===== config.mk =====
export PLATFORM = sky130hd
export DESIGN_NAME = scfd_decoder
export DESIGN_NICKNAME = d
export VERILOG_FILES = /design/src/scfd_pkg.sv /design/src/scfd_stream_if.sv /design/src/scfd_fifo.sv /design/src/scfd_decoder.sv
export SDC_FILE = /design/constraint.sdc
export NUM_CORES = 1
export LEC_CHECK = 0
export ABC_AREA = 1
export BUFFER_PORTS_ARGS = -buffer_cell sky130_fd_sc_hd__buf_4
export CAP_MARGIN = 20
export CORE_ASPECT_RATIO = 0.6
export CORE_MARGIN = 4
export CORE_UTILIZATION = 56
export CTS_BUF_LIST = sky130_fd_sc_hd__clkbuf_4 sky130_fd_sc_hd__clkbuf_8 sky130_fd_sc_hd__clkbuf_16
export DETAILED_ROUTE_END_ITERATION = 12
export HOLD_SLACK_MARGIN = 0.1
export PLACE_DENSITY_LB_ADDON = 0.25
export REMOVE_ABC_BUFFERS = 1
export SLEW_MARGIN = 15
export SYNTH_ARGS = -nofsm -noshare
export SYNTH_HDL_FRONTEND = slang
export SYNTH_SLANG_ARGS = --single-unit

===== constraint.sdc =====
create_clock -name clk_sys -period 3.72 [get_ports clk_sys]
set_input_delay 0.372 -clock clk_sys [delete_from_list [all_inputs] [get_ports clk_sys]]
set_output_delay 0.372 -clock clk_sys [all_outputs]
set_load 0.005 [all_outputs]

===== src/scfd_pkg.sv =====
package scfd_pkg;
   localparam int BYTE_W = 8;
   localparam int ADDR_W = 16;
   localparam int DEV_W = 5;
   localparam int LEN_W = 8;
   localparam int FRAME_LEN_W = 9;
   localparam int FIFO_DEPTH = 32;
   localparam int MAX_DATA = 7;
   // Frame initialization byte fields
   localparam int KIND_BIT = 7;
   localparam int REQ_HI = 6;
   localparam int REQ_LO = 4;
   localparam int WIDE_BIT = 3;
   localparam int SIZE_HI = 2;
   localparam int SIZE_LO = 0;
   localparam int BCAST_BIT = 6;
   // One-byte response-size field
   localparam int RLEN_HI = 7;
   localparam int RLEN_LO = 5;
   localparam int HIGH_HI = 4;
   localparam int HIGH_LO = 0;
   localparam logic [2:0] REQ_GRP_RESP = 3'h2;
   localparam logic [2:0] REQ_GRP_NORESP = 3'h3;
   localparam logic [2:0] REQ_BC_RESP = 3'h6;
   localparam logic [2:0] REQ_BC_NORESP = 3'h7;
   localparam logic [ADDR_W-1:0] CMD_REG_ADDR = 16'h0002;
   // Init, CRC MSB and CRC LSB around the data bytes
   localparam logic [FRAME_LEN_W-1:0] RESP_OVERHEAD = 9'h003;
   localparam logic [15:0] CRC_POLY = 16'h8005;
   localparam logic [15:0] CRC_INIT = 16'h0000;
   typedef enum logic [2:0] {
      ST_IDLE = 3'h0,
      ST_TGT  = 3'h1,
      ST_ADRH = 3'h3,
      ST_ADRL = 3'h2,
      ST_DATA = 3'h6,
      ST_CRCH = 3'h7,
      ST_CRCL = 3'h5,
      ST_EXEC = 3'h4
   } scfd_state_t;
endpackage


===== src/scfd_stream_if.sv =====
`timescale 1ns/1ps
interface scfd_stream_if #(parameter int W = 8);
   logic valid;
   logic ready;
   logic [W-1:0] data;
   modport src (output valid, output data, input ready);
   modport snk (input valid, input data, output ready);
endinterface


===== src/scfd_fifo.sv =====
`timescale 1ns/1ps
module scfd_fifo #(
   parameter int W = 8,
   parameter int DEPTH = 32
) (
   input wire logic clk_sys,
   input wire logic reset,
   scfd_stream_if.snk fill,
   scfd_stream_if.src drain
);
   localparam int PW = $clog2(DEPTH);

   generate
      if (DEPTH < 2 || (DEPTH & (DEPTH - 1)) != 0)
      begin : g_bad_depth
         $error("scfd_fifo: DEPTH must be a power of two, at least 2");
      end
   endgenerate

   logic [W-1:0] mem_q [DEPTH];
   logic [PW-1:0] wr_ptr_q;
   logic [PW-1:0] rd_ptr_q;
   logic [PW:0] count_q;
   logic push;
   logic pop;

   assign fill.ready = (count_q != (PW+1)'(DEPTH));
   assign drain.valid = (count_q != '0);
   assign drain.data = mem_q[rd_ptr_q];
   assign push = fill.valid && fill.ready;
   assign pop = drain.valid && drain.ready;

   always_ff @(posedge clk_sys)
   begin
      if (push)
         mem_q[wr_ptr_q] <= fill.data;
   end

   always_ff @(posedge clk_sys)
   begin
      if (reset)
      begin
         wr_ptr_q <= '0;
         rd_ptr_q <= '0;
         count_q <= '0;
      end
      else
      begin
         if (push)
            wr_ptr_q <= wr_ptr_q + 1'b1;
         if (pop)
            rd_ptr_q <= rd_ptr_q + 1'b1;
         if (push && !pop)
            count_q <= count_q + 1'b1;
         else if (pop && !push)
            count_q <= count_q - 1'b1;
      end
   end

   fifo_bound_a: assert property (@(posedge clk_sys) disable iff (reset)
      count_q <= (PW+1)'(DEPTH))
      else $error("fifo count beyond depth");
endmodule


===== src/scfd_decoder.sv =====
`timescale 1ns/1ps
// How it works
// - Command type 3 is group write, no reply.
// - No-reply writes never raise a response.
// - Matching group stores data in target register; type 2 does so only at the command register.
// - Address bit clear gives one address byte.
// - Address bit set adds address high byte.
// - One-byte size: top three length, low five highest.
// - Two-byte size: highest address, then length.
// - Broadcast has no target byte; all act.
// - Command register reply sized from channel select.
// - Type 6 is broadcast write with reply.
// - Low three init bits count data bytes.
// - Type 2 is group write with reply.
// - Replies run from highest address downward.
// - Each reply is init, data, two CRC.
module scfd_decoder #(
   parameter int FIFO_DEPTH = scfd_pkg::FIFO_DEPTH
) (
   input wire logic clk_sys,
   input wire logic reset,
   input wire logic [scfd_pkg::BYTE_W-1:0] rx_data,
   input wire logic rx_valid,
   output logic rx_ready,
   input wire logic [scfd_pkg::BYTE_W-1:0] my_group_id,
   input wire logic [scfd_pkg::DEV_W-1:0] my_dev_addr,
   input wire logic [scfd_pkg::LEN_W-1:0] cmd_resp_len_m1,
   output logic wr_valid,
   input wire logic wr_ready,
   output logic [scfd_pkg::ADDR_W-1:0] wr_addr,
   output logic [scfd_pkg::BYTE_W-1:0] wr_data,
   output logic resp_start,
   output logic [scfd_pkg::LEN_W-1:0] resp_len_m1,
   output logic [scfd_pkg::DEV_W-1:0] resp_high,
   output logic [scfd_pkg::DEV_W-1:0] resp_wait,
   output logic [scfd_pkg::FRAME_LEN_W-1:0] resp_frame_len,
   output logic crc_err,
   output logic frame_done,
   output logic busy
);
   import scfd_pkg::*;

   scfd_stream_if #(.W(BYTE_W)) rx_if ();
   scfd_stream_if #(.W(BYTE_W)) dec_if ();

   assign rx_if.valid = rx_valid;
   assign rx_if.data = rx_data;
   assign rx_ready = rx_if.ready;

   scfd_fifo #(.W(BYTE_W), .DEPTH(FIFO_DEPTH)) u_fifo (
      .clk_sys(clk_sys),
      .reset(reset),
      .fill(rx_if),
      .drain(dec_if)
   );

   scfd_state_t state_q;
   logic [BYTE_W-1:0] hdr_q;
   logic [BYTE_W-1:0] tgt_q;
   logic [ADDR_W-1:0] addr_q;
   logic [BYTE_W-1:0] buf_q [MAX_DATA];
   logic [2:0] idx_q;
   logic [2:0] widx_q;
   logic [15:0] crc_q;
   logic [BYTE_W-1:0] crc_hi_q;
   logic do_write_q;
   logic reply_q;
   logic [LEN_W-1:0] len_q;
   logic [DEV_W-1:0] high_q;

   logic [BYTE_W-1:0] in_byte;
   logic acc;
   logic [2:0] req;
   logic [2:0] size;
   logic wide;
   logic is_resp;
   logic to_cmd;
   logic targeted;
   logic crc_ok;
   logic [DEV_W-1:0] high_d;
   logic [LEN_W-1:0] len_d;

   function automatic logic [15:0] crc_step(input logic [15:0] c, input logic [7:0] b);
      logic [15:0] r;
      r = c ^ {b, 8'h00};
      for (int i = 0; i < 8; i++)
         r = r[15] ? ((r << 1) ^ CRC_POLY) : (r << 1);
      return r;
   endfunction
   assign in_byte = dec_if.data;
   assign dec_if.ready = (state_q != ST_EXEC);
   assign acc = dec_if.valid && dec_if.ready;
   assign req = hdr_q[REQ_HI:REQ_LO];
   assign wide = hdr_q[WIDE_BIT];
   assign size = hdr_q[SIZE_HI:SIZE_LO];
   assign is_resp = (req == REQ_GRP_RESP) || (req == REQ_BC_RESP);
   assign to_cmd = (addr_q == CMD_REG_ADDR);
   assign crc_ok = ({crc_hi_q, in_byte} == crc_q);
   // Group types act on matching ID, broadcast on all, others ignored
   always_comb
   begin
      case (req)
         REQ_GRP_RESP, REQ_GRP_NORESP: targeted = (tgt_q == my_group_id);
         REQ_BC_RESP, REQ_BC_NORESP: targeted = 1'b1;
         default: targeted = 1'b0;
      endcase
   end
   // Highest responder and reply length from data bytes; command register length from cmd_resp_len_m1
   always_comb
   begin
      high_d = buf_q[0][HIGH_HI:HIGH_LO];
      if (to_cmd)
         len_d = cmd_resp_len_m1;
      else if (size == 3'h1)
         len_d = {5'h00, buf_q[0][RLEN_HI:RLEN_LO]};
      else
         len_d = buf_q[1];
   end

   always_ff @(posedge clk_sys)
   begin
      if (reset)
         state_q <= ST_IDLE;
      else
      begin
         case (state_q)
            ST_IDLE:
               if (acc && in_byte[KIND_BIT])
                  state_q <= in_byte[BCAST_BIT] ? (in_byte[WIDE_BIT] ? ST_ADRH : ST_ADRL)
                                                : ST_TGT;
            ST_TGT:
               if (acc)
                  state_q <= wide ? ST_ADRH : ST_ADRL;
            ST_ADRH:
               if (acc)
                  state_q <= ST_ADRL;
            ST_ADRL:
               if (acc)
                  state_q <= (size != 3'h0) ? ST_DATA : ST_CRCH;
            ST_DATA:
               if (acc && idx_q == size - 3'h1)
                  state_q <= ST_CRCH;
            ST_CRCH:
               if (acc)
                  state_q <= ST_CRCL;
            ST_CRCL:
               if (acc)
                  state_q <= (crc_ok && targeted) ? ST_EXEC : ST_IDLE;
            ST_EXEC:
               if (!wr_valid)
                  state_q <= ST_IDLE;
            default:
               state_q <= ST_IDLE;
         endcase
      end
   end
   // Captured header fields
   always_ff @(posedge clk_sys)
   begin
      if (reset)
      begin
         hdr_q <= '0;
         tgt_q <= '0;
         addr_q <= '0;
         crc_hi_q <= '0;
      end
      else if (acc)
      begin
         case (state_q)
            ST_IDLE:
               if (in_byte[KIND_BIT])
               begin
                  hdr_q <= in_byte;
                  addr_q <= '0;
               end
            ST_TGT: tgt_q <= in_byte;
            ST_ADRH: addr_q[15:8] <= in_byte;
            ST_ADRL: addr_q[7:0] <= in_byte;
            ST_CRCH: crc_hi_q <= in_byte;
            default: ;
         endcase
      end
   end
   // Running CRC over all bytes ahead of the CRC field
   always_ff @(posedge clk_sys)
   begin
      if (reset)
         crc_q <= CRC_INIT;
      else if (acc)
      begin
         if (state_q == ST_IDLE)
            crc_q <= crc_step(CRC_INIT, in_byte);
         else if (state_q != ST_CRCH && state_q != ST_CRCL)
            crc_q <= crc_step(crc_q, in_byte);
      end
   end

   always_ff @(posedge clk_sys)
   begin
      if (reset)
         idx_q <= '0;
      else if (state_q == ST_IDLE)
         idx_q <= '0;
      else if (acc && state_q == ST_DATA)
         idx_q <= idx_q + 3'h1;
   end

   genvar g;
   generate
      for (g = 0; g < MAX_DATA; g++)
      begin : g_buf
         always_ff @(posedge clk_sys)
         begin
            if (reset)
               buf_q[g] <= '0;
            else if (acc && state_q == ST_DATA && idx_q == 3'(g))
               buf_q[g] <= in_byte;
         end
      end
   endgenerate
   // Decision at the CRC check; writes deferred until frame is proven good
   always_ff @(posedge clk_sys)
   begin
      if (reset)
      begin
         do_write_q <= 1'b0;
         reply_q <= 1'b0;
         len_q <= '0;
         high_q <= '0;
      end
      else if (acc && state_q == ST_CRCL)
      begin
         do_write_q <= !is_resp || to_cmd;
         reply_q <= is_resp && (my_dev_addr <= high_d);
         len_q <= len_d;
         high_q <= high_d;
      end
   end

   assign wr_valid = (state_q == ST_EXEC) && do_write_q && (widx_q < size);

   always_ff @(posedge clk_sys)
   begin
      if (reset)
      begin
         widx_q <= '0;
         wr_addr <= '0;
         wr_data <= '0;
      end
      else if (acc && state_q == ST_CRCL)
      begin
         widx_q <= '0;
         wr_addr <= addr_q;
         wr_data <= buf_q[0];
      end
      else if (wr_valid && wr_ready)
      begin
         widx_q <= widx_q + 3'h1;
         wr_addr <= wr_addr + 16'h0001;
         wr_data <= (widx_q < 3'(MAX_DATA - 1)) ? buf_q[widx_q + 3'h1] : '0;
      end
   end
   // Reply descriptor, issued when the write phase ends
   always_ff @(posedge clk_sys)
   begin
      if (reset)
      begin
         resp_start <= 1'b0;
         resp_len_m1 <= '0;
         resp_high <= '0;
         resp_wait <= '0;
         resp_frame_len <= '0;
      end
      else
      begin
         resp_start <= 1'b0;
         if (state_q == ST_EXEC && !wr_valid && reply_q)
         begin
            resp_start <= 1'b1;
            resp_len_m1 <= len_q;
            resp_high <= high_q;
            resp_wait <= high_q - my_dev_addr;
            resp_frame_len <= {1'b0, len_q} + RESP_OVERHEAD + 9'h001;
         end
      end
   end

   always_ff @(posedge clk_sys)
   begin
      if (reset)
      begin
         crc_err <= 1'b0;
         frame_done <= 1'b0;
      end
      else
      begin
         crc_err <= acc && state_q == ST_CRCL && !crc_ok;
         frame_done <= state_q == ST_EXEC && !wr_valid;
      end
   end

   assign busy = (state_q != ST_IDLE);
   noreply_quiet_a: assert property (@(posedge clk_sys) disable iff (reset)
      resp_start |-> (req == REQ_GRP_RESP || req == REQ_BC_RESP))
      else $error("reply raised for a no-reply write");
   group_match_a: assert property (@(posedge clk_sys) disable iff (reset)
      (wr_valid && !hdr_q[BCAST_BIT]) |-> (tgt_q == my_group_id))
      else $error("write for a foreign group");
   narrow_addr_a: assert property (@(posedge clk_sys) disable iff (reset)
      (state_q == ST_DATA && !wide) |-> (addr_q[15:8] == 8'h00))
      else $error("high address byte set in narrow frame");
   wide_addr_a: assert property (@(posedge clk_sys) disable iff (reset)
      (acc && state_q == ST_TGT && wide) |=> (state_q == ST_ADRH))
      else $error("wide address byte skipped");
   bcast_skip_a: assert property (@(posedge clk_sys) disable iff (reset)
      (acc && state_q == ST_IDLE && in_byte[KIND_BIT] && in_byte[BCAST_BIT])
      |=> (state_q != ST_TGT))
      else $error("broadcast frame expected target byte");
   cmd_len_a: assert property (@(posedge clk_sys) disable iff (reset)
      (resp_start && to_cmd) |-> (resp_len_m1 == cmd_resp_len_m1))
      else $error("command reply length not from channel select");
   one_byte_len_a: assert property (@(posedge clk_sys) disable iff (reset)
      (resp_start && !to_cmd && size == 3'h1)
      |-> (resp_len_m1 == {5'h00, buf_q[0][7:5]} && resp_high == buf_q[0][4:0]))
      else $error("one-byte size field misread");
   crc_drop_a: assert property (@(posedge clk_sys) disable iff (reset)
      (acc && state_q == ST_CRCL && !crc_ok) |=> (state_q == ST_IDLE) ##1 !resp_start)
      else $error("bad frame not dropped");
   reply_order_a: assert property (@(posedge clk_sys) disable iff (reset)
      resp_start |-> (resp_wait == resp_high - my_dev_addr && my_dev_addr <= resp_high))
      else $error("reply slot not counted from highest device");
   reply_len_a: assert property (@(posedge clk_sys) disable iff (reset)
      resp_start |-> (resp_frame_len == {1'b0, resp_len_m1} + 9'h004))
      else $error("reply frame length wrong");
endmodule


**Yosys cells after proc, flatten, opt, wreduce, memory -nomap -nowiden**

Memory sizes are Yosys's and may differ from the RTL's. A register that Yosys moved wholly into a read port is not among the register bits.
Index checks and enable logic that the tools add are counted.

- Add/sub/neg operators: 11
- Multiply operators: 0
- Div/mod/pow operators: 0
- $lt $le $gt $ge: 3
- Equality and inequality tests: 35
- Shifts and indexed selects: 0
- Muxes and demuxes: 80
- Bitwise logic cells: 24
- Reduce and logical (&&, ||, !) cells: 52

Operator list:

| cell | number |
|---|---|
| 2-to-1 mux 16 bit | 21 |
| 2-to-1 mux 8 bit | 12 |
| NOT 3 bit | 16 |
| one-hot mux 8 bit (2 select lines) | 2 |
| 2-to-1 mux 1 bit | 29 |
| equality test 3 bit (second input constant) | 9 |
| 2-to-1 mux 3 bit | 9 |
| logical AND 1 bit | 24 |
| one-hot mux 3 bit (8 select lines) | 1 |
| equality test 3 x 2 -> 1 bit (second input constant) | 6 |
| inequality test 2 bit (second input constant) | 9 |
| adder 16 x 1 -> 16 bit (second input constant) | 1 |
| equality test 16 bit | 1 |
| equality test 16 x 2 -> 1 bit (second input constant) | 1 |
| bitwise XOR 16 bit | 1 |
| 2-to-1 mux 6 bit | 2 |
| adder 5 x 1 -> 5 bit (second input constant) | 2 |
| 2-to-1 mux 5 bit | 2 |
| nonzero test 2 bit | 5 |
| adder 8 x 2 -> 9 bit (second input constant) | 1 |
| adder 9 x 1 -> 9 bit (second input constant) | 1 |
| equality test 3 x 1 -> 1 bit (second input constant) | 3 |
| inequality test 3 bit (second input constant) | 3 |
| AND reduction 3 bit | 3 |
| 22 further kinds | 41 |

- Bits in registers: 149
- Bits in latches: 0
- RAM bits: 312
- Bits in read-only memories: 0
- Input bits: 33
- Output and inout bits: 57
- Logic and storage cells: 232
- Memories: 2

Memories:

| name | depth | width | read ports | clocked after Yosys merged registers in | write ports | RTL line | source |
|---|---|---|---|---|---|---|---|
| u_fifo.mem_q | 32 | 8 | 1 | 1 | 1 | scfd_fifo.sv:20 | `logic [W-1:0] mem_q [DEPTH];` |
| buf_q | 7 | 8 | 3 | 0 | 7 | scfd_decoder.sv:61 | `logic [BYTE_W-1:0] buf_q [MAX_DATA];` |

**Longest topological paths before layout**

- Depth after elaboration: 19
- Gate-level depth with buffers: 25

**Modules after synthesis**

A second synthesis with hierarchy kept.

- Cell total of the unflattened synthesis: 2222
- Area total of the unflattened synthesis: 21146.5 µm²

Modules (own cells, without submodules):

| module | times used | cells an instance | area each (µm²) |
|---|---|---|---|
| scfd_fifo | 1 | 1048 | 11683.7 |
| scfd_decoder | 1 | 1174 | 9462.8 |

**Worst setup path before layout**

OpenSTA, ideal clock, no wires.

- Kind: register to register
- Start: register u_fifo.count_q[0]
- End: register u_fifo.count_q[5]
- Library setup time: 0.119 ns
- Arrival time: 2.788 ns
- Slack: 0.813 ns
- Cell stages (with the launch flop): 17
- Clock period less this slack: 2.907 ns
- Cells stage by stage: dfxtp_1 > nor4_1 > nand3_1 > nand2_1 > ha_1 > inv_1 > ha_1 > a21oi_1 > and2_1 > inv_1 > a21oi_1 > inv_1 > a21oi_1 > o21ai_0 > a21o_1 > o21ai_0 > a21oi_1

- Word-level cells in the longest chain between the ends: 5

RTL lines:

| item | RTL line | source |
|---|---|---|
| start, declared | scfd_fifo.sv:23 | `logic [PW:0] count_q;` |
| start signal, assigned | scfd_fifo.sv:54 | `count_q <= count_q + 1'b1;` |
| start signal, assigned | scfd_fifo.sv:56 | `count_q <= count_q - 1'b1;` |
| parallel branches: the longest is 5 deep, another holds subtractor 6 x 1 -> 6 bit | - |  |

Several ways; the timed one is not identified. The select of a mux whose other input is x is not followed.
A chain may end at the register's enable or synchronous reset.

==> flow_summary.json <==
{
  "rsz0062_at_grt": "false",
  "die_x_um": 255,
  "cts_tree": "done",
  "regArea_um2": 12400,
  "diodes": 0,
  "grt_pass1_vias": 14500,
  "required_ns": 4.21,
  "worst_clock_skew_ns": 0.0212,
  "grt_max_degree": 129,
  "portBuffers": 89,
  "synth_area_per_cell_um2": 10.0,
  "hold_viol_final": 0,
  "overflow": 0,
  "dieArea_um2": 39800,
  "reg2reg_to": "crc_q[15]",
  "ys_ff_latch": 464,
  "setup_violations": 0,
  "firstDrtPassIters": 6,
  "path_clk_slew_ns": 0.07,
  "slew_viol_final": 0,
  "cpMostUsedCell": "nand2_1",
  "postSynthCellCount": 2046,
  "final_common_cell": "nand2_1",
  "whs_endpoint": "len_q[6]",
  "initial_core_util_pct": 57.6,
  "die-height_um": 156,
  "grt_util_all_layers_pct": 26.4,
  "hold_class": "in2reg",
  "dp.final_hpwl_um": 35400,
  "vias_per_cell": 5.95,
  "final_util_pct": 64.5,
  "crit_buf_inv": 1,
  "p_leak_uw": 0.00859,
  "cts_inserted_buffers": 42,
  "ioPinCount": 90,
  "maxCapViolations": 0,
  "fmax_ghz": 0.288,
  "gp_congestion": 0.945,
  "syn_area_um2": 20500,
  "finalSetupTns_ns": 0,
  "rows": 53,
  "critPathKind": "reg2reg",
  "drc": 0,
  "cts-root-buf": "clkbuf_16",
  "htreeDepth": 2,
  "detail-route-antenna-nets": 0,
  "cts.sink_count": 464,
  "wl_um": 53100,
  "yosysSeqAreaShare_pct": 60.6,
  "final_cell_mix": "319 x nand2_1, 312 x edfxtp_1, 261 x nor2_1",
  "peakVddDrop_mv": 0.484,
  "post_drt_wl_per_cell_um": 20.3,
  "whs_path_depth": 3,
  "crit_slowest_cell": "buf_16",
  "path_cells": "buf_16 -> nand2_1 -> nand3_1 -> nand3_1 -> nand2_1 -> nand2_1 -> nand3_1 -> nand2_2 -> nand2_1 -> nand2_2 -> nand2_1 -> nand3_1 -> nand2_1 -> nand2_1 -> nand3_1 -> nand3_2 -> nand2_1 -> nand2_1 -> nand3_1 -> nand2_1 -> nand2_1 -> nand3_1 -> a21oi_2",
  "multi_input_area_um2": 6970,
  "layout.nets": 2186,
  "clk_latency_ns": 0.57,
  "drive_gt1_share_pct": 11.9,
  "core-area_um2": 35500,
  "r2r_slack_ns": 0.25,
  "grt_pass1_wl_um": 82400,
  "drtIter0Drc": 1919,
  "antenna_found_initial": 0,
  "area_delta_synth_final_pct": 12.1,
  "vias": 15600,
  "worst_slew_pin_slew_ns": 1.02,
  "timing.final.crit_share_pct": 93.3,
  "postCtsSetupBuffers": 0,
  "n_fill_cell": 2796,
  "cpLargestDelayFamily": "simple AND/OR/NAND/NOR gates",
  "outcome": "finished, final reports clean",
  "crit_fanout": 128,
  "slew_headroom_pct": 31.8,
  "yosysWarnings": 0,
  "power.density_nw_per_um2": 706,
  "start_kind": "flop",
  "synth_cell_types": 51,
  "worstPathArrival_ns": 3.96,
  "slowest_delay_ns": 0.38,
  "clk_path_buf_depth": 3,
  "end_kind": "flop",
  "min_period_ns": 3.47,
  "rr_worst_depth": 23,
  "hold_start": "cmd_resp_len_m1[6]"
}
power by group:
| part | switching [µW] | total [µW] | internal, µW |
|---|---|---|---|
| clock network | 1970 | 4420 | 2460 |
| registers | 255 | 6060 | 5810 |
| logic | 3930 | 5720 | 1790 |
kinds of logic (layout without fill, tap and decap cells):
group	count (synthesis)	in the layout	share of synthesized area (%)
AOI/OAI and AO/OA	476	476	13.3
xor gates and xnor gates	43	43	2.02
adders and majority gates	34	34	2.15
buffers and inverters	232	336	5.36
DFF	464	464	60.6
muxes	3	3	0.165
and+or+nand+nor	794	794	16.4
metrics by stage:
step	power (µW)	std cells	hold slack (ns)	worst slack (ns)	cell area, µm²
floorplan	9730	1938	0.434	-2.11	19800
global placement	11600	2539	0.452	0.539	21500
detailed placement	11700	2539	0.455	0.451	21500
CTS	16100	2617	0.109	0.397	22900
global route	17000	2617	0.125	0.00708	22900
finish	16200	2617	0.119	0.249	22900
layer usage:
layer | routed length (µm) | track usage [%]
met4 | 718 | 4.93
met2 | 21800 | 36.1
met3 | 6130 | 7.95
met1 | 24400 | 41.7
met5 | 109 | 1.90
state kept, by name, summed over array words and instances (netlist names), 6 cells and up, named ones only:
signal	cells
len_q	8
wr_data	8
hdr_q	7
buf_q	56
wr_addr	16
resp_len_m1	8
crc_hi_q	8
addr_q	16
crc_q	16
tgt_q	8
u_fifo.mem_q	256
resp_frame_len	7
u_fifo.count_q	6
cell type report:
type                       count  area share, %
multi-input combinational   1350           30.4
inverter                     124           2.03
clock buffer                  52           4.91
clock inverter                23           1.10
timing repair buffer         137           4.93
sequential                   464           54.1
tap                          467           2.55
cell usage after synthesis (all sizes together):
master | number | share of area, %
o221ai | 31 | 1.3
a22o | 3 | 0.13
nor4 | 5 | 0.15
nor2 | 262 | 4.8
o21a | 3 | 0.11
edfxtp | 312 | 46
a221oi | 5 | 0.24
nor3 | 13 | 0.32
o22ai | 19 | 0.58
a2111oi | 1 | 0.043
clkinv | 7 | 0.13
o211ai | 8 | 0.42
ha | 32 | 2.0
nand3 | 158 | 4.0
inv | 117 | 2.1
a21o | 3 | 0.11
a32o | 3 | 0.15
clkbuf | 55 | 1.0
nand2 | 329 | 6.2
o2111ai | 1 | 0.043
o311ai | 1 | 0.043
xor2 | 24 | 1.1
a22oi | 1 | 0.037
a21oi | 122 | 3.0
dfxtp | 152 | 15
fa | 2 | 0.20
a31oi | 27 | 0.83
a211oi | 13 | 0.48
mux2 | 3 | 0.17
o21ai | 234 | 5.7
or2 | 10 | 0.31
and2 | 1 | 0.031
nor3b | 4 | 0.17
o21bai | 1 | 0.037
nand4 | 12 | 0.37
xnor2 | 19 | 0.89
buf | 53 | 2.1
what timing repair did:
action | CTS | global route
resized for setup | 0 | 1
hold buffers | 3 | 0
endpoints found under the hold margin | 3 | 0
setup endpoints to repair | 0 | 1
worst max-delay path by stage:
stage | slack [ns] | depth (start not counted) | endpoint | start
after floorplan | -2.11 | 23 | crc_q[15] | flop
after global placement | 0.54 | 17 | u_fifo.count_q[5] | u_fifo.count_q[0]
after detailed placement | 0.45 | 17 | u_fifo.count_q[5] | u_fifo.count_q[0]
after CTS | 0.40 | 23 | crc_q[15] | flop
after global routing | 0.007 | 17 | u_fifo.count_q[5] | u_fifo.count_q[0]
final | 0.25 | 23 | crc_q[15] | flop
tightest hold or removal path, delay by kind of cell:
family	cells	cell delay, ns
compound gates	2	0.19
buf+inv	1	0.08
(Power assumes the default switching activity.)
